==> src/cecaf_pkg.sv <==
// Constants and carrier types for the CEC enable and address filter block
package cecaf_pkg;

	// Bus geometry
	localparam int ADDR_W = 8;
	localparam int DATA_W = 32;
	localparam logic [31:0] BASE_ADDR = 32'h4004_0300;

	// Register byte offsets from the base
	localparam logic [7:0] OFF_UNIT_ENABLE = 8'h00;
	localparam logic [7:0] OFF_LOGICAL_ADDRESS_MASK = 8'h04;
	localparam logic [7:0] OFF_SOFT_RESET = 8'h08;
	localparam logic [7:0] OFF_RECEIVE_ENABLE = 8'h0c;
	localparam logic [7:0] OFF_RECEIVE_BUFFER = 8'h10;
	localparam logic [7:0] OFF_RECEIVE_CONTROL_1 = 8'h14;
	localparam logic [7:0] OFF_RECEIVE_CONTROL_2 = 8'h18;
	localparam logic [7:0] OFF_RECEIVE_CONTROL_3 = 8'h1c;
	localparam logic [7:0] OFF_TRANSMIT_ENABLE = 8'h20;
	localparam logic [7:0] OFF_TRANSMIT_BUFFER = 8'h24;
	localparam logic [7:0] OFF_TRANSMIT_CONTROL = 8'h28;
	localparam logic [7:0] OFF_RECEIVE_IRQ_STATUS = 8'h2c;
	localparam logic [7:0] OFF_TRANSMIT_IRQ_STATUS = 8'h30;

	// Field positions
	localparam int EN_MODULE_BIT = 0;
	localparam int EN_IDLE_BIT = 1;
	localparam int UNIT_ENABLE_W = 2;
	localparam int MASK_W = 16;
	localparam int SRST_BIT = 0;
	localparam int RX_ACTIVE_BIT = 0;
	localparam int LADDR_W = 4;
	localparam logic [3:0] BCAST_ADDR = 4'hf;
	localparam int BCAST_MASK_BIT = 15;

	// Values after reset
	localparam logic [1:0] UNIT_ENABLE_RST = 2'h0;
	localparam logic [15:0] MASK_RST = 16'h0000;
	localparam logic [31:0] CTL_RST = 32'h0000_0000;

	// Plain control slots; each reads back its writable bits as written except SLOT_RX_ENABLE, which reads rx_active
	localparam int NCTL = 7;
	localparam logic [2:0] SLOT_RX_ENABLE = 3'h0;
	localparam logic [2:0] SLOT_RX_CTRL1 = 3'h1;
	localparam logic [2:0] SLOT_RX_CTRL2 = 3'h2;
	localparam logic [2:0] SLOT_RX_CTRL3 = 3'h3;
	localparam logic [2:0] SLOT_TX_ENABLE = 3'h4;
	localparam logic [2:0] SLOT_TX_BUFFER = 3'h5;
	localparam logic [2:0] SLOT_TX_CTRL = 3'h6;
	localparam logic [2:0] SLOT_NONE = 3'h7;

	// Writable bits of each slot
	localparam logic [31:0] CTL_WMASK [NCTL] = '{
		32'h0000_0001, 32'h0137_7777, 32'hffff_ffff, 32'hffff_ffff,
		32'h0000_0001, 32'hffff_ffff, 32'hffff_ffff
	};

	// Header seen by the receiver: destination logical address
	typedef struct packed {
		logic valid;
		logic [3:0] dest;
	} cecaf_hdr_s;

	// Address filter verdict
	typedef struct packed {
		logic valid;
		logic hit;
		logic bcast;
		logic ack_low;
	} cecaf_match_s;

	// State reported by the bit engines
	typedef struct packed {
		logic rx_active;
		logic [31:0] rx_buffer;
		logic [31:0] rx_status;
		logic [31:0] tx_status;
	} cecaf_stat_s;

	// Settings handed to the bit engines
	typedef struct packed {
		logic idle_mode_operation;
		logic [15:0] logical_address_mask;
		logic [NCTL-1:0][31:0] ctl;
	} cecaf_cfg_s;

endpackage

==> src/cecaf_addr_filter.sv <==
// Logical address match and acknowledge decision for incoming headers
`timescale 1ns/1ps
module cecaf_addr_filter (
	// Clock and reset
	input wire logic core_clk,
	input wire logic arst_n,
	// Control
	input wire logic run_en,
	input wire logic clear,
	input wire logic [15:0] mask,
	// Header in, verdict out
	input cecaf_pkg::cecaf_hdr_s hdr,
	output cecaf_pkg::cecaf_match_s match
);

	cecaf_pkg::cecaf_match_s match_q;
	cecaf_pkg::cecaf_match_s match_d;
	logic is_bcast;
	logic direct_hit;

	assign is_bcast = (hdr.dest == cecaf_pkg::BCAST_ADDR);
	// any set bit
	assign direct_hit = mask[hdr.dest] & ~is_bcast;

	assign match_d.valid = hdr.valid & run_en & ~clear;
	// broadcast always received
	assign match_d.hit = direct_hit | is_bcast;
	assign match_d.bcast = is_bcast;
	// broadcast ack needs bit 15
	assign match_d.ack_low = direct_hit | (is_bcast & mask[cecaf_pkg::BCAST_MASK_BIT]);

	always_ff @(posedge core_clk or negedge arst_n) begin
		if (!arst_n) begin
			match_q <= '0;
		end else begin
			match_q <= match_d.valid ? match_d : '0;
		end
	end

	assign match = match_q;
endmodule

==> src/cecaf_top.sv <==
// Register front end of the CEC controller: enable, idle control, address mask
//
// Local design decision: the plain strobed port.
`timescale 1ns/1ps
// Notes on behaviour
// Bit 0 of the unit enable register enables the controller; while clear nothing runs.
// While disabled only the unit enable register takes writes; writes to the rest are gated off.
// Disabling the controller leaves every other register's contents unchanged.
// Bit 1 of the unit enable register keeps the controller running in chip idle mode.
// One write may set both enable bits and both take effect.
// The 16-bit mask holds one bit per logical address 0-15; any set address matches.
// Broadcast messages are received whatever the mask holds.
// Mask bit 15 makes the controller drive a low acknowledge on broadcasts.
// Thirteen registers are decoded at byte offsets 0x00 to 0x30 in the documented order.
// A soft reset re-initialises every register except the unit enable register.
// Unused upper bits of enable and mask read zero, ignore writes, and reset to zero.
module cecaf_top (
	// Clock and reset
	input wire logic core_clk,
	input wire logic arst_n,
	// Register port
	input wire logic [7:0] reg_addr,
	input wire logic [31:0] reg_wdata,
	input wire logic reg_wr,
	input wire logic reg_rd,
	output logic [31:0] reg_rdata,
	// Power state
	input wire logic chip_idle,
	// Bit engines
	input cecaf_pkg::cecaf_stat_s eng_stat,
	input cecaf_pkg::cecaf_hdr_s hdr,
	output logic run_en,
	output logic soft_reset_pulse,
	output cecaf_pkg::cecaf_cfg_s cfg,
	output cecaf_pkg::cecaf_match_s match
);

	// Map a byte offset to a plain control slot
	function automatic logic [2:0] slot_of(input logic [7:0] a);
		logic [2:0] s;
		s = cecaf_pkg::SLOT_NONE;
		unique case (a)
			cecaf_pkg::OFF_RECEIVE_ENABLE: s = cecaf_pkg::SLOT_RX_ENABLE;
			cecaf_pkg::OFF_RECEIVE_CONTROL_1: s = cecaf_pkg::SLOT_RX_CTRL1;
			cecaf_pkg::OFF_RECEIVE_CONTROL_2: s = cecaf_pkg::SLOT_RX_CTRL2;
			cecaf_pkg::OFF_RECEIVE_CONTROL_3: s = cecaf_pkg::SLOT_RX_CTRL3;
			cecaf_pkg::OFF_TRANSMIT_ENABLE: s = cecaf_pkg::SLOT_TX_ENABLE;
			cecaf_pkg::OFF_TRANSMIT_BUFFER: s = cecaf_pkg::SLOT_TX_BUFFER;
			cecaf_pkg::OFF_TRANSMIT_CONTROL: s = cecaf_pkg::SLOT_TX_CTRL;
			default: s = cecaf_pkg::SLOT_NONE;
		endcase
		return s;
	endfunction

	// State
	logic [1:0] unit_enable_q;
	logic [1:0] unit_enable_d;
	logic [15:0] mask_q;
	logic [15:0] mask_d;
	logic [31:0] ctl_q [cecaf_pkg::NCTL];
	logic [31:0] rdata_q;
	logic [31:0] rdata_d;
	logic run_q;
	logic run_d;
	logic srst_q;

	// Decode
	logic module_on;
	logic wr_unit_enable;
	logic wr_mask;
	logic wr_slot;
	logic srst_hit;
	logic [2:0] wr_slot_idx;
	logic [2:0] rd_slot_idx;
	logic [31:0] rd_word;
	logic [31:0] rd_ctl;

	assign module_on = unit_enable_q[cecaf_pkg::EN_MODULE_BIT];
	assign wr_unit_enable = reg_wr & (reg_addr == cecaf_pkg::OFF_UNIT_ENABLE);
	// gated writes while off
	assign wr_mask = reg_wr & module_on & (reg_addr == cecaf_pkg::OFF_LOGICAL_ADDRESS_MASK);
	assign wr_slot_idx = slot_of(reg_addr);
	assign wr_slot = reg_wr & module_on & (wr_slot_idx != cecaf_pkg::SLOT_NONE);
	// soft reset trigger
	assign srst_hit = reg_wr & module_on & (reg_addr == cecaf_pkg::OFF_SOFT_RESET)
		& reg_wdata[cecaf_pkg::SRST_BIT];

	// both bits in one write
	assign unit_enable_d = wr_unit_enable ? reg_wdata[1:0] : unit_enable_q;

	// upper bits dropped
	assign mask_d = srst_hit ? cecaf_pkg::MASK_RST : (wr_mask ? reg_wdata[15:0] : mask_q);

	// idle mode gating
	assign run_d = module_on & (~chip_idle | unit_enable_q[cecaf_pkg::EN_IDLE_BIT]);

	// enable register survives soft reset
	always_ff @(posedge core_clk or negedge arst_n) begin
		if (!arst_n) begin
			unit_enable_q <= cecaf_pkg::UNIT_ENABLE_RST;
		end else begin
			unit_enable_q <= unit_enable_d;
		end
	end

	// mask held while disabled
	always_ff @(posedge core_clk or negedge arst_n) begin
		if (!arst_n) begin
			mask_q <= cecaf_pkg::MASK_RST;
		end else begin
			mask_q <= mask_d;
		end
	end

	// Plain control slots
	for (genvar i = 0; i < cecaf_pkg::NCTL; i++) begin : g_ctl
		logic [31:0] ctl_d;
		assign ctl_d = srst_hit ? cecaf_pkg::CTL_RST :
			((wr_slot && wr_slot_idx == 3'(i)) ? (reg_wdata & cecaf_pkg::CTL_WMASK[i]) : ctl_q[i]);
		always_ff @(posedge core_clk or negedge arst_n) begin
			if (!arst_n) begin
				ctl_q[i] <= cecaf_pkg::CTL_RST;
			end else begin
				ctl_q[i] <= ctl_d;
			end
		end
		assign cfg.ctl[i] = ctl_q[i];
	end

	// read decode
	assign rd_slot_idx = slot_of(reg_addr);
	assign rd_ctl = (rd_slot_idx == cecaf_pkg::SLOT_NONE) ? 32'h0000_0000 : ctl_q[rd_slot_idx];
	assign rd_word =
		(reg_addr == cecaf_pkg::OFF_UNIT_ENABLE) ? {30'h0, unit_enable_q} :
		(reg_addr == cecaf_pkg::OFF_LOGICAL_ADDRESS_MASK) ? {16'h0000, mask_q} :
		(reg_addr == cecaf_pkg::OFF_RECEIVE_ENABLE) ? {31'h0, eng_stat.rx_active} :
		(reg_addr == cecaf_pkg::OFF_RECEIVE_BUFFER) ? eng_stat.rx_buffer :
		(reg_addr == cecaf_pkg::OFF_RECEIVE_IRQ_STATUS) ? eng_stat.rx_status :
		(reg_addr == cecaf_pkg::OFF_TRANSMIT_IRQ_STATUS) ? eng_stat.tx_status :
		rd_ctl;
	assign rdata_d = reg_rd ? rd_word : 32'h0000_0000;

	// engines idle unless enabled
	always_ff @(posedge core_clk or negedge arst_n) begin
		if (!arst_n) begin
			run_q <= 1'b0;
			srst_q <= 1'b0;
			rdata_q <= 32'h0000_0000;
		end else begin
			run_q <= run_d;
			srst_q <= srst_hit;
			rdata_q <= rdata_d;
		end
	end

	assign reg_rdata = rdata_q;
	assign run_en = run_q;
	assign soft_reset_pulse = srst_q;
	assign cfg.idle_mode_operation = unit_enable_q[cecaf_pkg::EN_IDLE_BIT];
	assign cfg.logical_address_mask = mask_q;

	// address match
	cecaf_addr_filter u_filter (
		.core_clk(core_clk),
		.arst_n(arst_n),
		.run_en(run_q),
		.clear(srst_q),
		.mask(mask_q),
		.hdr(hdr),
		.match(match)
	);
endmodule

==> config.mk <==
export PLATFORM = sky130hd
export DESIGN_NAME = cecaf_top
export DESIGN_NICKNAME = d
export VERILOG_FILES = /design/src/cecaf_pkg.sv /design/src/cecaf_addr_filter.sv /design/src/cecaf_top.sv
export SDC_FILE = /design/constraint.sdc
export NUM_CORES = 1
export LEC_CHECK = 0
export ABC_AREA = 1
export BUFFER_PORTS_ARGS = -buffer_cell sky130_fd_sc_hd__buf_2
export CORE_AREA = 3 3 162 164
export CTS_BUF_LIST = sky130_fd_sc_hd__clkbuf_4 sky130_fd_sc_hd__clkbuf_8
export CTS_CLUSTER_DIAMETER = 200
export DETAILED_ROUTE_END_ITERATION = 10
export DIE_AREA = 0 0 165 167
export GPL_ROUTABILITY_DRIVEN = 0
export GPL_TIMING_DRIVEN = 0
export PLACE_DENSITY = 0.71
export SLEW_MARGIN = 10
export SYNTH_ARGS = -nofsm -noshare
export SYNTH_HDL_FRONTEND = slang
export SYNTH_HIERARCHICAL = 1
export SYNTH_SLANG_ARGS = --single-unit
==> constraint.sdc <==
create_clock -name core_clk -period 4.8 [get_ports core_clk]
set_input_delay 0.24 -clock core_clk [delete_from_list [all_inputs] [get_ports core_clk]]
set_output_delay 0.24 -clock core_clk [all_outputs]
set_load 0.01 [all_outputs]
==> results of run 1 <==
-- flip-flops by register name, indices dropped and copies added (netlist names) --
signal            count
cfg                 148
mask_q               16
soft_reset_pulse      1
unit_enable_q         2
u_filter/match        4
reg_rdata            32
run_en                1
-- where the power goes --
group / internal [mW] / switching (mW)
Clock: 0.956 / 0.755
Combinational: 0.129 / 0.210
Sequential: 1.73 / 0.00606
Total: 2.82 / 0.971
-- area by class of cell --
class	count	area [µm²]	share of cell area, %
multi-input cells	872	4220	30.4
repair buffers	355	1840	13.3
inverters	165	627	4.53
flip-flops and latches	204	5100	36.9
clock inverters	6	57.6	0.416
well taps	330	413	2.98
plain buffers	146	915	6.60
clock buffers	54	681	4.91
-- stage by stage --
step | total power, mW | util, % | cells | setup TNS (ps)
final | 3.79 | 55.3 | 2132 | 0
after floorplan | 1.93 | - | 1387 | 0
after detailed placement | 2.10 | 52.1 | 2066 | 0
after global routing | 3.90 | 55.3 | 2132 | 0
after CTS | 3.79 | 55.3 | 2132 | 0
after global placement | 2.09 | 52.0 | 2065 | -3570
-- cells in the mapped netlist, types with 2 or more instances --
cell type                  count  area share, %
sky130_fd_sc_hd__o221ai_1     17            1.4
sky130_fd_sc_hd__nor2_1       88            3.1
sky130_fd_sc_hd__a22oi_1       9           0.64
sky130_fd_sc_hd__nand3_1      53            2.5
sky130_fd_sc_hd__nand3_2       3           0.28
sky130_fd_sc_hd__buf_1         2          0.071
sky130_fd_sc_hd__o31ai_4       2           0.40
sky130_fd_sc_hd__o21a_1        5           0.35
sky130_fd_sc_hd__inv_2        11           0.39
sky130_fd_sc_hd__a21oi_1      15           0.71
sky130_fd_sc_hd__o21ai_0      73            3.5
sky130_fd_sc_hd__clkbuf_1     37            1.3
sky130_fd_sc_hd__o211ai_1      8           0.57
sky130_fd_sc_hd__nand4_1      30            1.8
sky130_fd_sc_hd__o21ai_1      29            1.4
sky130_fd_sc_hd__inv_1       153            5.4
sky130_fd_sc_hd__buf_2        20           0.95
sky130_fd_sc_hd__dfrtp_1     204             48
sky130_fd_sc_hd__nand3b_1      9           0.64
sky130_fd_sc_hd__nor2_2        6           0.35
sky130_fd_sc_hd__buf_4        83            5.9
sky130_fd_sc_hd__nand2_2       7           0.41
sky130_fd_sc_hd__nand2_1     320             11
sky130_fd_sc_hd__nand2_4       2           0.21
sky130_fd_sc_hd__o22ai_1     110            6.5
sky130_fd_sc_hd__nor3_1        2          0.095
sky130_fd_sc_hd__buf_6         4           0.43
-- placed cells by master (no fill, tap or decap), drive strengths merged --
cell           n
clkbuf        91
o211ai         8
dfrtp        204
conb          76
nor2          95
nand4         30
nor4           1
bufinv         1
nor3           2
nand3b         9
a21oi         15
o31ai          3
o221ai        17
or2            1
a21boi         2
o21ai        102
o22ai        110
inv          165
clkinvlp       1
o21a           5
buf          458
nand2        329
a32oi          1
dlygate4sd3    6
a22oi          9
clkinv         4
nand3         57
-- metal layers --
| metal | wire (µm) | track usage [%] | part of all wire, % |
|---|---|---|---|
| met3 | 5150 | 7.39 | 11 |
| met5 | 41 | 0 | 0.091 |
| met4 | 2000 | 13.3 | 4.4 |
| met1 | 17200 | 40.8 | 38 |
| met2 | 20900 | 50.9 | 46 |
-- path summary, 6_finish.rpt --
check / depth (start not counted) / startpoint / end
worst min-delay path: 5 / eng_stat[52] / reg_rdata[20]$_DFF_PN0_
min in group asynchronous: 2 / arst_n / reg_rdata[23]$_DFF_PN0_
worst max register to register: 9 / unit_enable_q[0]$_DFFE_PN0P_ / cfg[174]$_DFFE_PN0P_
worst max-delay path: 9 / unit_enable_q[0]$_DFFE_PN0P_ / cfg[174]$_DFFE_PN0P_
max in group asynchronous: 3 / arst_n / cfg[50]$_DFFE_PN0P_
worst min register to register: 1 / soft_reset_pulse$_DFF_PN0_ / u_filter/match[3]$_DFF_PN0_
-- kinds of logic after synthesis --
| group | after synthesis | synth area share (%) |
|---|---|---|
| flip-flops | 204 | 48.2 |
| AO/OA/AOI/OAI | 272 | 15.9 |
| AND/OR/NAND/NOR | 524 | 21.3 |
| other | 1 | 0.0354 |
| buffers and inverters | 311 | 14.6 |
-- worst register-to-register path, cell delays in order, from the launching register on --
cell and delay [ps]:
sky130_fd_sc_hd__dfrtp_1 400, sky130_fd_sc_hd__nand2_1 310, sky130_fd_sc_hd__inv_1 200, sky130_fd_sc_hd__nand2_1 110, sky130_fd_sc_hd__inv_1 70, sky130_fd_sc_hd__nand3_1 240
sky130_fd_sc_hd__nand2_1 150, sky130_fd_sc_hd__inv_2 220, sky130_fd_sc_hd__clkbuf_1 490, sky130_fd_sc_hd__o21ai_0 170
-- what timing repair did --
action                     in CTS  in global routing
hold endpoints to repair      108                  0
setup endpoints to repair       0                  0
resized for setup               0                  0
hold buffers                    6                  0
setup buffers                   0                  0
==> impl_summary.log, run 1 <==
[metrics] run status: complete, no violations
[metrics] Synth-to-Final Area Change: 30.9%
[metrics] Hold WS: 23.3 ps
[metrics] DRC violation count after routing: 0
[metrics] Post-Route Skew: 11.2 ps
[metrics] final non-filler cell area: 13900 µm²
[metrics] Startpoint Class: register
[metrics] cells after synthesis: 1312
[metrics] Max transition margin: 32.9%
[metrics] number of sinks handled by clock tree synthesis: 204
[metrics] wire length of the first global-routing pass: 65600 µm
[metrics] Worst Tran Pin Value: 1000 ps
[metrics] Slew Limit Fails: 0
[metrics] worst setup path class: register to register
[metrics] sequential fraction of the synthesis area: 48.2%
[metrics] Vert. Die Dim: 167 µm
[metrics] placement-stage cell area: 13100 µm²
[metrics] initial core utilization: 42.3%
[metrics] vias per std cell: 5.39
[metrics] clock latency reported for the late side of the worst-skew pair: 530 ps
[metrics] number of inserted diodes: 0
[metrics] Total Routing Usage GR: 31.7%
[metrics] cell area after synthesis: 10600 µm²
[metrics] Largest delay share family, worst path: buffers and inverters
[metrics] maximum level of the CTS H-tree: 2
[metrics] worst endpoint data arrival time: 2880 ps
[metrics] flip-flop cell with the highest count after synthesis: sky130_fd_sc_hd__dfrtp_1
[metrics] area of the core: 25000 µm²
[metrics] Worst Hold Class: input pin to register
[metrics] clock buffers created by TritonCTS: 37
[metrics] cell at the slowest stage of the critical path: sky130_fd_sc_hd__clkbuf_1
[metrics] layout filler cell count: 2389
[metrics] share of cells above drive strength 1: 30.7%
[metrics] Die X-Extent: 165 µm
[metrics] fin nets: 1928
[metrics] total routed wirelength: 45200 µm
[metrics] register clock-pin slew on the reported worst setup and hold paths: 60 ps
[metrics] async set-reset flop share out of synthesis: 100%
[metrics] Peak supply drop: 224 µV
[metrics] period utilization: 52.1%
[metrics] crit-path most repeated cell: sky130_fd_sc_hd__nand2_1
[metrics] number of enable-type register cells in the synthesized netlist: 0
[metrics] post-detailed-placement half-perimeter wirelength: 33900 µm
[metrics] maximum fanout encountered on the critical timing path: 10
[metrics] Pre-antenna DRT Iters: 7
[metrics] CTS tree: yes
[metrics] Req. time, crit path: 5180 ps
[metrics] pre-CTS setup slack: 1950 ps
[metrics] maximum number of pins on one net before global-route repair: 104
[metrics] setup slack of the most critical reg-to-reg path: 2300 ps
[metrics] area of the die: 27600 µm²
[metrics] unrepaired setup endpoints after global routing: no
[metrics] clock period minus final worst setup slack: 2500 ps
[metrics] stage delay of the slowest cell on the critical path: 490 ps
[metrics] clock root cell: sky130_fd_sc_hd__clkbuf_8
[metrics] global route total overflow: 0
[metrics] final setup fails: 0
[metrics] Synth warnings: 6
[metrics] maximum clock rate: 400 MHz
[metrics] iteration-0 DRC count of the detailed router: 1330
[metrics] number of global-route vias before repair: 10900
[metrics] wire length per cell after detailed routing: 21.2 µm
[metrics] Worst Setup Slack, final: 2300 ps
[metrics] quantity of I/O buffers inserted on ports: 348
[metrics] FP Rows: 58
[metrics] number of ports placed on the die boundary: 426
[metrics] Static Leakage: 7.78 nW
[metrics] total of max-cap violations: 0
[metrics] initial antenna violation count: 3
[metrics] number of library cell types mapped by synthesis: 37
[metrics] capturing element type of the critical path: register
[metrics] Avg Inst Size Synth: 8.06 µm²
[metrics] combined buffer and inverter count along the critical path: 4
[metrics] critical path, cell by cell: nand2_1 -> inv_1 -> nand2_1 -> inv_1 -> nand3_1 -> nand2_1 -> inv_2 -> clkbuf_1 -> o21ai_0
[metrics] number of hold violations in the final report: 0
[metrics] power per cell area: 274 nW/µm²
[metrics] number of vias in the routed layout: 11500
[metrics] register bit total from synthesis: 204
[metrics] residual antenna-violating net count after detailed routing: 0
[metrics] buffer levels on the longest clock path: 3
Power figures use the tool's default switching activity.
==> run 2: changes to the inputs <==
- clock period: 4.8 -> 2.4 ns (I/O delays scaled with it)
==> run 2 against run 1 <==
Compared with the run above:
- first-iteration DRC count grew 8.9%
- clock power grew 100%
- sequential power grew 100%
- via count grew 5.9%
- register-to-register slack lost 2100 ps
- largest cell class unchanged
- highest routed layer unchanged
==> impl_summary.log, run 2 (same netlist as run 1, synthesis figures left out) <==
[metrics] number of global-route vias before repair: 11800 (was 10900)
[metrics] initial antenna violation count: 2 (was 3)
[metrics] clock latency reported for the late side of the worst-skew pair: 530 ps (about the same)
[metrics] run status: complete, no violations (unchanged)
[metrics] Largest delay share family, worst path: simple AND/OR/NAND/NOR gates (was buffers and inverters)
[metrics] clock period minus final worst setup slack: 2300 ps
[metrics] Pre-antenna DRT Iters: 6 (was 7)
[metrics] most frequent standard cell in the layout excluding fill and tap cells: sky130_fd_sc_hd__buf_2 (unchanged)
[metrics] worst endpoint data arrival time: 2720 ps (was 2880 ps)
[metrics] wire length of the first global-routing pass: 69300 µm (was 65600 µm)
[metrics] number of ports placed on the die boundary: 426 (unchanged)
[metrics] DRC violation count after routing: 0 (unchanged)
[metrics] length in cells of the worst reg-to-reg path: 6 (was 9)
[metrics] wire length per cell after detailed routing: 21.3 µm (was 21.2 µm)
[metrics] Synth-to-Final Area Change: 40.9% (was 30.9%)
[metrics] FP Rows: 58 (unchanged)
[metrics] period utilization: 95.9%
[metrics] most used cells in the layout excluding fill and tap cells: sky130_fd_sc_hd__buf_2 (360), sky130_fd_sc_hd__nand2_1 (317), sky130_fd_sc_hd__dfrtp_1 (204) (was sky130_fd_sc_hd__buf_2 (367), sky130_fd_sc_hd__nand2_1 (320), sky130_fd_sc_hd__dfrtp_1 (204))
[metrics] vias per std cell: 5.46 (was 5.39)
[metrics] Vert. Die Dim: 167 µm (unchanged)
[metrics] final setup fails: 0 (unchanged)
[metrics] number of vias in the routed layout: 12200 (was 11500)
[metrics] clock buffers created by TritonCTS: 37 (unchanged)
[metrics] residual antenna-violating net count after detailed routing: 0 (unchanged)
[metrics] Post-Route Skew: 12.8 ps (was 11.2 ps)
[metrics] total routed wirelength: 47500 µm (was 45200 µm)
[metrics] iteration-0 DRC count of the detailed router: 1449 (was 1330)
[metrics] Peak supply drop: 450 µV (was 224 µV)
[metrics] maximum fanout encountered on the critical timing path: 10 (unchanged)
[metrics] area of the die: 27600 µm² (unchanged)
[metrics] unrepaired setup endpoints after global routing: no (unchanged)
[metrics] Total Routing Usage GR: 33.3% (was 31.7%)
[metrics] number of inserted diodes: 0 (unchanged)
[metrics] overall power: 7.72 mW (was 3.79 mW)
[metrics] number of hold violations in the final report: 0 (unchanged)
[metrics] Slew Limit Fails: 0 (unchanged)
[metrics] stage delay of the slowest cell on the critical path: 560 ps (was 490 ps)
[metrics] initial core utilization: 42.3% (unchanged)
[metrics] quantity of I/O buffers inserted on ports: 348 (unchanged)
[metrics] maximum clock rate: 435 MHz
[metrics] capturing element type of the critical path: register (unchanged)
[metrics] fraction of the core area covered by cells at the end of the flow: 59.5% (was 55.3%)
[metrics] count of cell instances traversed by the critical path: 16 (was 9)
[metrics] worst setup path class: input pin to register (was register to register)
[metrics] Startpoint Class: input pin (was register)
[metrics] maximum level of the CTS H-tree: 2 (unchanged)
[metrics] crit-path most repeated cell: sky130_fd_sc_hd__nand2_1 (unchanged)
[metrics] max FFs per register: 148 (unchanged)
[metrics] buffer levels on the longest clock path: 3 (unchanged)
[metrics] clock root cell: sky130_fd_sc_hd__clkbuf_8 (unchanged)
[metrics] Req. time, crit path: 2810 ps (was 5180 ps)
[metrics] total of max-cap violations: 0 (unchanged)
[metrics] Worst Hold Class: input pin to register (unchanged)
[metrics] area of the core: 25000 µm² (unchanged)
[metrics] hold path cells: 5 (unchanged)
[metrics] post-detailed-placement half-perimeter wirelength: 33900 µm (unchanged)
[metrics] Static Leakage: 8.25 nW (was 7.78 nW)
[metrics] fin nets: 2025 (was 1928)
[metrics] Die X-Extent: 165 µm (unchanged)
[metrics] share of cells above drive strength 1: 30.4% (was 30.7%)
[metrics] CTS tree: yes (unchanged)
[metrics] maximum number of pins on one net before global-route repair: 104 (unchanged)
[metrics] register clock-pin slew on the reported worst setup and hold paths: 60 ps (about the same)
[metrics] Max transition margin: 35.1% (was 32.9%)
[metrics] Worst Tran Pin Value: 974 ps (was 1000 ps)
[metrics] combined buffer and inverter count along the critical path: 4 (unchanged)
[metrics] cell at the slowest stage of the critical path: sky130_fd_sc_hd__dlygate4sd3_1 (was sky130_fd_sc_hd__clkbuf_1)
[metrics] power per cell area: 518 nW/µm² (was 274 nW/µm²)
[metrics] critical path, cell by cell: buf_2 -> nor2_2 -> nand2_1 -> nand2_1 -> nand2_2 -> nand2_2 -> nand2_2 -> inv_1 -> clkbuf_4 -> nand2_1 -> nand4_1 -> o21a_1 -> nand3b_1 -> nand2_1 -> dlygate4sd3_1 -> nand2_1 (was nand2_1 -> inv_1 -> nand2_1 -> inv_1 -> nand3_1 -> nand2_1 -> inv_2 -> clkbuf_1 -> o21ai_0)
[metrics] number of sinks handled by clock tree synthesis: 204 (unchanged)
[metrics] global route total overflow: 0 (unchanged)
## run 2: changes by cell type in the layout (fill, tap and decap cells not counted), moves of 4 or more
cell / change
sky130_fd_sc_hd__dlygate4sd3_1: +97
sky130_fd_sc_hd__clkbuf_1: -11
sky130_fd_sc_hd__clkbuf_2: +11
sky130_fd_sc_hd__buf_2: -7
sky130_fd_sc_hd__nor2_1: -6
sky130_fd_sc_hd__o21ai_0: -4
## run 2: area by class of cell
class / instances / area [µm²]
multi-input cells: 872 / 4260
repair buffers: 452 / 2810
fillers: 2223 / 10100
well taps: 330 / 413
clock buffers: 54 / 681
clock inverters: 6 / 57.6
inverters: 165 / 627
plain buffers: 146 / 950
flip-flops and latches: 204 / 5100
## run 2: per-layer routing
layer / track usage (%) / vias to the layer above / wire [µm] / part of all wire, %
met5: 0 / - / 27 / 0.057
met2: 53.3 / 906 / 21800 / 46
li1: - / 5314 / - / -
met1: 41.8 / 5745 / 17900 / 38
met3: 7.99 / 204 / 5160 / 11
met4: 16.8 / 4 / 2650 / 5.6
## run 2: timing repair
action | in CTS | in global routing
buffers inserted | 0 | 0
setup endpoints to repair | 19 | 156
hold buffers | 103 | 0
resized for setup | 3 | 47
hold endpoints to repair | 197 | 0
pin swaps | 0 | 2
## run 2: final timing paths
kind                                               from                           to  slack (ps)
setup / recovery                            reg_addr[7]       reg_rdata[6]$_DFF_PN0_         100
hold / removal                             eng_stat[35]       reg_rdata[3]$_DFF_PN0_          10
setup reg to reg           unit_enable_q[0]$_DFFE_PN0P_         cfg[101]$_DFFE_PN0P_         180
hold reg to reg              soft_reset_pulse$_DFF_PN0_  u_filter/match[3]$_DFF_PN0_         480
max in group asynchronous                        arst_n          cfg[52]$_DFFE_PN0P_        1160
min in group asynchronous                        arst_n      reg_rdata[23]$_DFF_PN0_         210
## run 2: report_power, final
part / switching, mW / leakage [nW] / internal (mW) / total, mW
logic: 0.456 / 5.54 / 0.357 / 0.814
registers: 0.0131 / 2.32 / 3.47 / 3.48
clock network: 1.52 / 0.392 / 1.91 / 3.43
total: 1.99 / 8.25 / 5.74 / 7.72
## run 2: worst register-to-register path, delay by kind of cell (launching register included)
family	cells	cell delay, ps
flip-flops	1	430
buffers and inverters	1	460
AND/OR/NAND/NOR	4	970
AO/OA/AOI/OAI	1	280
## run 2: per-stage QoR
step           cells  setup TNS [ps]  setup slack (ps)  hold WS (ps)  instance area [µm²]
3_5_place_dp    2066          -10760              -326           229                13100
3_3_place_gp    2065         -478830             -2320           316                13000
5_1_grt         2229               0              3.03          29.5                14900
4_1_cts         2229               0              13.2        0.0105                14800
6_report        2229               0              99.1          14.2                14900
2_1_floorplan   1387               0               718          -176                10900
==> run 3: changes to the inputs <==
- GPL_TIMING_DRIVEN: 0 -> not set
- clock period: 2.4 -> 2.48 ns (I/O delays scaled with it)
==> run 3 against run 2 <==
Compared with the run above:
- final area fell by 3.0%
- largest cell class unchanged
- via count fell by 5.8%
- routed wire length fell by 8.9%
- utilization fell by 1.8 points
- critical endpoint is now reg_rdata[19]$_DFF_PN0_
- cell count fell by 4.3%
- register-to-register slack improved by 160 ps
- sequential share of layout area rose by 1.0 points
- critical path depth fell by 2
- hold slack improved by 17 ps
- die area did not move
==> impl_summary.log, run 3 (same netlist as run 1, synthesis figures left out) <==
[metrics] run status: complete, no violations (unchanged)
[metrics] area of the die: 27600 µm² (unchanged)
[metrics] max FFs per register: 148 (unchanged)
[metrics] Worst Tran Pin Value: 582 ps (was 974 ps)
[metrics] Max transition margin: 61.2% (was 35.1%)
[metrics] unrepaired setup endpoints after global routing: no (unchanged)
[metrics] number of global-route vias before repair: 11200 (was 11800)
[metrics] number of sinks handled by clock tree synthesis: 204 (unchanged)
[metrics] final setup fails: 0 (unchanged)
[metrics] initial core utilization: 42.3% (unchanged)
[metrics] wire length per cell after detailed routing: 20.3 µm (was 21.3 µm)
[metrics] maximum level of the CTS H-tree: 2 (unchanged)
[metrics] total routed wirelength: 43300 µm (was 47500 µm)
[metrics] FP Rows: 58 (unchanged)
[metrics] DRC violation count after routing: 0 (unchanged)
[metrics] capturing element type of the critical path: register (unchanged)
[metrics] buffer levels on the longest clock path: 3 (unchanged)
[metrics] total of max-cap violations: 0 (unchanged)
[metrics] clock buffers created by TritonCTS: 37 (unchanged)
[metrics] vias per std cell: 5.38 (was 5.46)
[metrics] number of hold violations in the final report: 0 (unchanged)
[metrics] Static Leakage: 7.88 nW (was 8.25 nW)
[metrics] number of vias in the routed layout: 11500 (was 12200)
[metrics] power per cell area: 504 nW/µm² (was 518 nW/µm²)
[metrics] Startpoint Class: input pin (unchanged)
[metrics] maximum number of pins on one net before global-route repair: 73 (was 104)
[metrics] clock root cell: sky130_fd_sc_hd__clkbuf_8 (unchanged)
[metrics] clock latency reported for the late side of the worst-skew pair: 530 ps (about the same)
[metrics] CTS tree: yes (unchanged)
[metrics] clock period minus final worst setup slack: 2350 ps
[metrics] residual antenna-violating net count after detailed routing: 0 (unchanged)
[metrics] global route total overflow: 0 (unchanged)
[metrics] maximum fanout encountered on the critical timing path: 12 (was 10)
[metrics] worst setup path class: input pin to register (unchanged)
[metrics] quantity of I/O buffers inserted on ports: 349 (was 348)
[metrics] Vert. Die Dim: 167 µm (unchanged)
[metrics] initial antenna violation count: 1 (was 2)
[metrics] Peak supply drop: 316 µV (was 450 µV)
[metrics] Setup TNS: 0 ps (unchanged)
[metrics] iteration-0 DRC count of the detailed router: 1315 (was 1449)
[metrics] share of cells above drive strength 1: 27.9% (was 30.4%)
[metrics] most used cells in the layout excluding fill and tap cells: sky130_fd_sc_hd__buf_2 (348), sky130_fd_sc_hd__nand2_1 (316), sky130_fd_sc_hd__dfrtp_1 (204) (was sky130_fd_sc_hd__buf_2 (360), sky130_fd_sc_hd__nand2_1 (317), sky130_fd_sc_hd__dfrtp_1 (204))
[metrics] wire length of the first global-routing pass: 64000 µm (was 69300 µm)
[metrics] Pre-antenna DRT Iters: 5 (was 6)
[metrics] Worst Hold Class: input pin to register (unchanged)
[metrics] register clock-pin slew on the reported worst setup and hold paths: 60 ps (about the same)
[metrics] worst endpoint data arrival time: 2770 ps (was 2720 ps)
[metrics] Synth-to-Final Area Change: 36.7% (was 40.9%)
[metrics] period utilization: 94.9%
[metrics] Total Routing Usage GR: 30.2% (was 33.3%)
[metrics] area used by multi-input combinational logic: 4270 µm² (was 4260 µm²)
[metrics] overall power: 7.29 mW (was 7.72 mW)
[metrics] post-detailed-placement half-perimeter wirelength: 30000 µm (was 33900 µm)
[metrics] most frequent standard cell in the layout excluding fill and tap cells: sky130_fd_sc_hd__buf_2 (unchanged)
[metrics] layout filler cell count: 2291 (was 2223)
[metrics] sequential cell area in the final layout: 5100 µm² (unchanged)
[metrics] area of the core: 25000 µm² (unchanged)
[metrics] Req. time, crit path: 2900 ps (was 2810 ps)
[metrics] Die X-Extent: 165 µm (unchanged)
[metrics] number of ports placed on the die boundary: 426 (unchanged)
[metrics] Slew Limit Fails: 0 (unchanged)
[metrics] maximum clock rate: 425 MHz
[metrics] Post-Route Skew: 17.3 ps (was 12.8 ps)
[metrics] fin nets: 1926 (was 2025)
## run 3: per-layer routing
metal | routed length (µm) | GRT usage, % | vias up | part of all wire (%)
li1 | - | - | 5105 | -
met5 | 0 | 0 | - | 0
met4 | 2350 | 14.5 | 0 | 5.4
met2 | 19200 | 46.7 | 823 | 44
met3 | 4960 | 8.73 | 169 | 11
met1 | 16800 | 38.9 | 5376 | 39
## run 3: layout make-up
class	count	area share, %
Multi-Input combinational cell	872	29.5
Clock buffer	60	5.10
Inverter	165	4.36
Tap cell	330	2.85
Clock inverter	1	0.0519
Antenna cell	2	0.0346
Timing Repair Buffer	499	22.8
Sequential cell	204	35.3
## run 3: report_power, final
part	internal, mW	switching [mW]	leakage (nW)
registers	3.35	0.0131	2.32
clock network	1.86	1.38	0.395
logic	0.266	0.416	5.17
## run 3: final timing paths
| check | from | end | slack [ps] | depth (start not counted) |
|---|---|---|---|---|
| setup / recovery | reg_addr[7] | reg_rdata[19]$_DFF_PN0_ | 130 | 14 |
| hold / removal | eng_stat[32] | reg_rdata[0]$_DFF_PN0_ | 30 | 5 |
| setup reg to reg | mask_q[11]$_DFFE_PN0P_ | u_filter/match[0]$_DFF_PN0_ | 340 | 8 |
| hold reg to reg | soft_reset_pulse$_DFF_PN0_ | u_filter/match[3]$_DFF_PN0_ | 490 | 1 |
| max in group asynchronous | arst_n | cfg[106]$_DFFE_PN0P_ | 1480 | 3 |
| min in group asynchronous | arst_n | reg_rdata[23]$_DFF_PN0_ | 130 | 2 |
## run 3: timing repair
action / 4_1_cts / 5_1_grt
endpoints found under the hold margin: 158 / 0
resized for setup: 0 / 10
endpoints found under the setup margin: 0 / 12
hold buffers: 103 / 0
setup buffers: 0 / 7
## run 3: stage by stage
stage	hold slack, ps	worst slack, ps	instances	utilization, %	cell area (µm²)
CTS	7.10	149	2124	57.3	14300
floorplan	-172	798	1387	-	10900
global placement	146	190	1960	50.2	12600
detailed placement	150	112	1960	50.2	12600
global route	50.8	8.47	2132	57.8	14500
finish	31.0	127	2133	57.8	14500
## run 3: critical path, stage by stage
cell and delay [ps]:
sky130_fd_sc_hd__buf_2 100, sky130_fd_sc_hd__nor2_1 190, sky130_fd_sc_hd__nand2_1 150, sky130_fd_sc_hd__nor2_1 190
sky130_fd_sc_hd__nor2_4 100, sky130_fd_sc_hd__nand2_4 220, sky130_fd_sc_hd__inv_2 90, sky130_fd_sc_hd__nand2_4 190
sky130_fd_sc_hd__o22ai_1 100, sky130_fd_sc_hd__o21ai_0 360, sky130_fd_sc_hd__nand4_1 180, sky130_fd_sc_hd__nand2_1 120
sky130_fd_sc_hd__dlygate4sd3_1 600, sky130_fd_sc_hd__inv_1 50
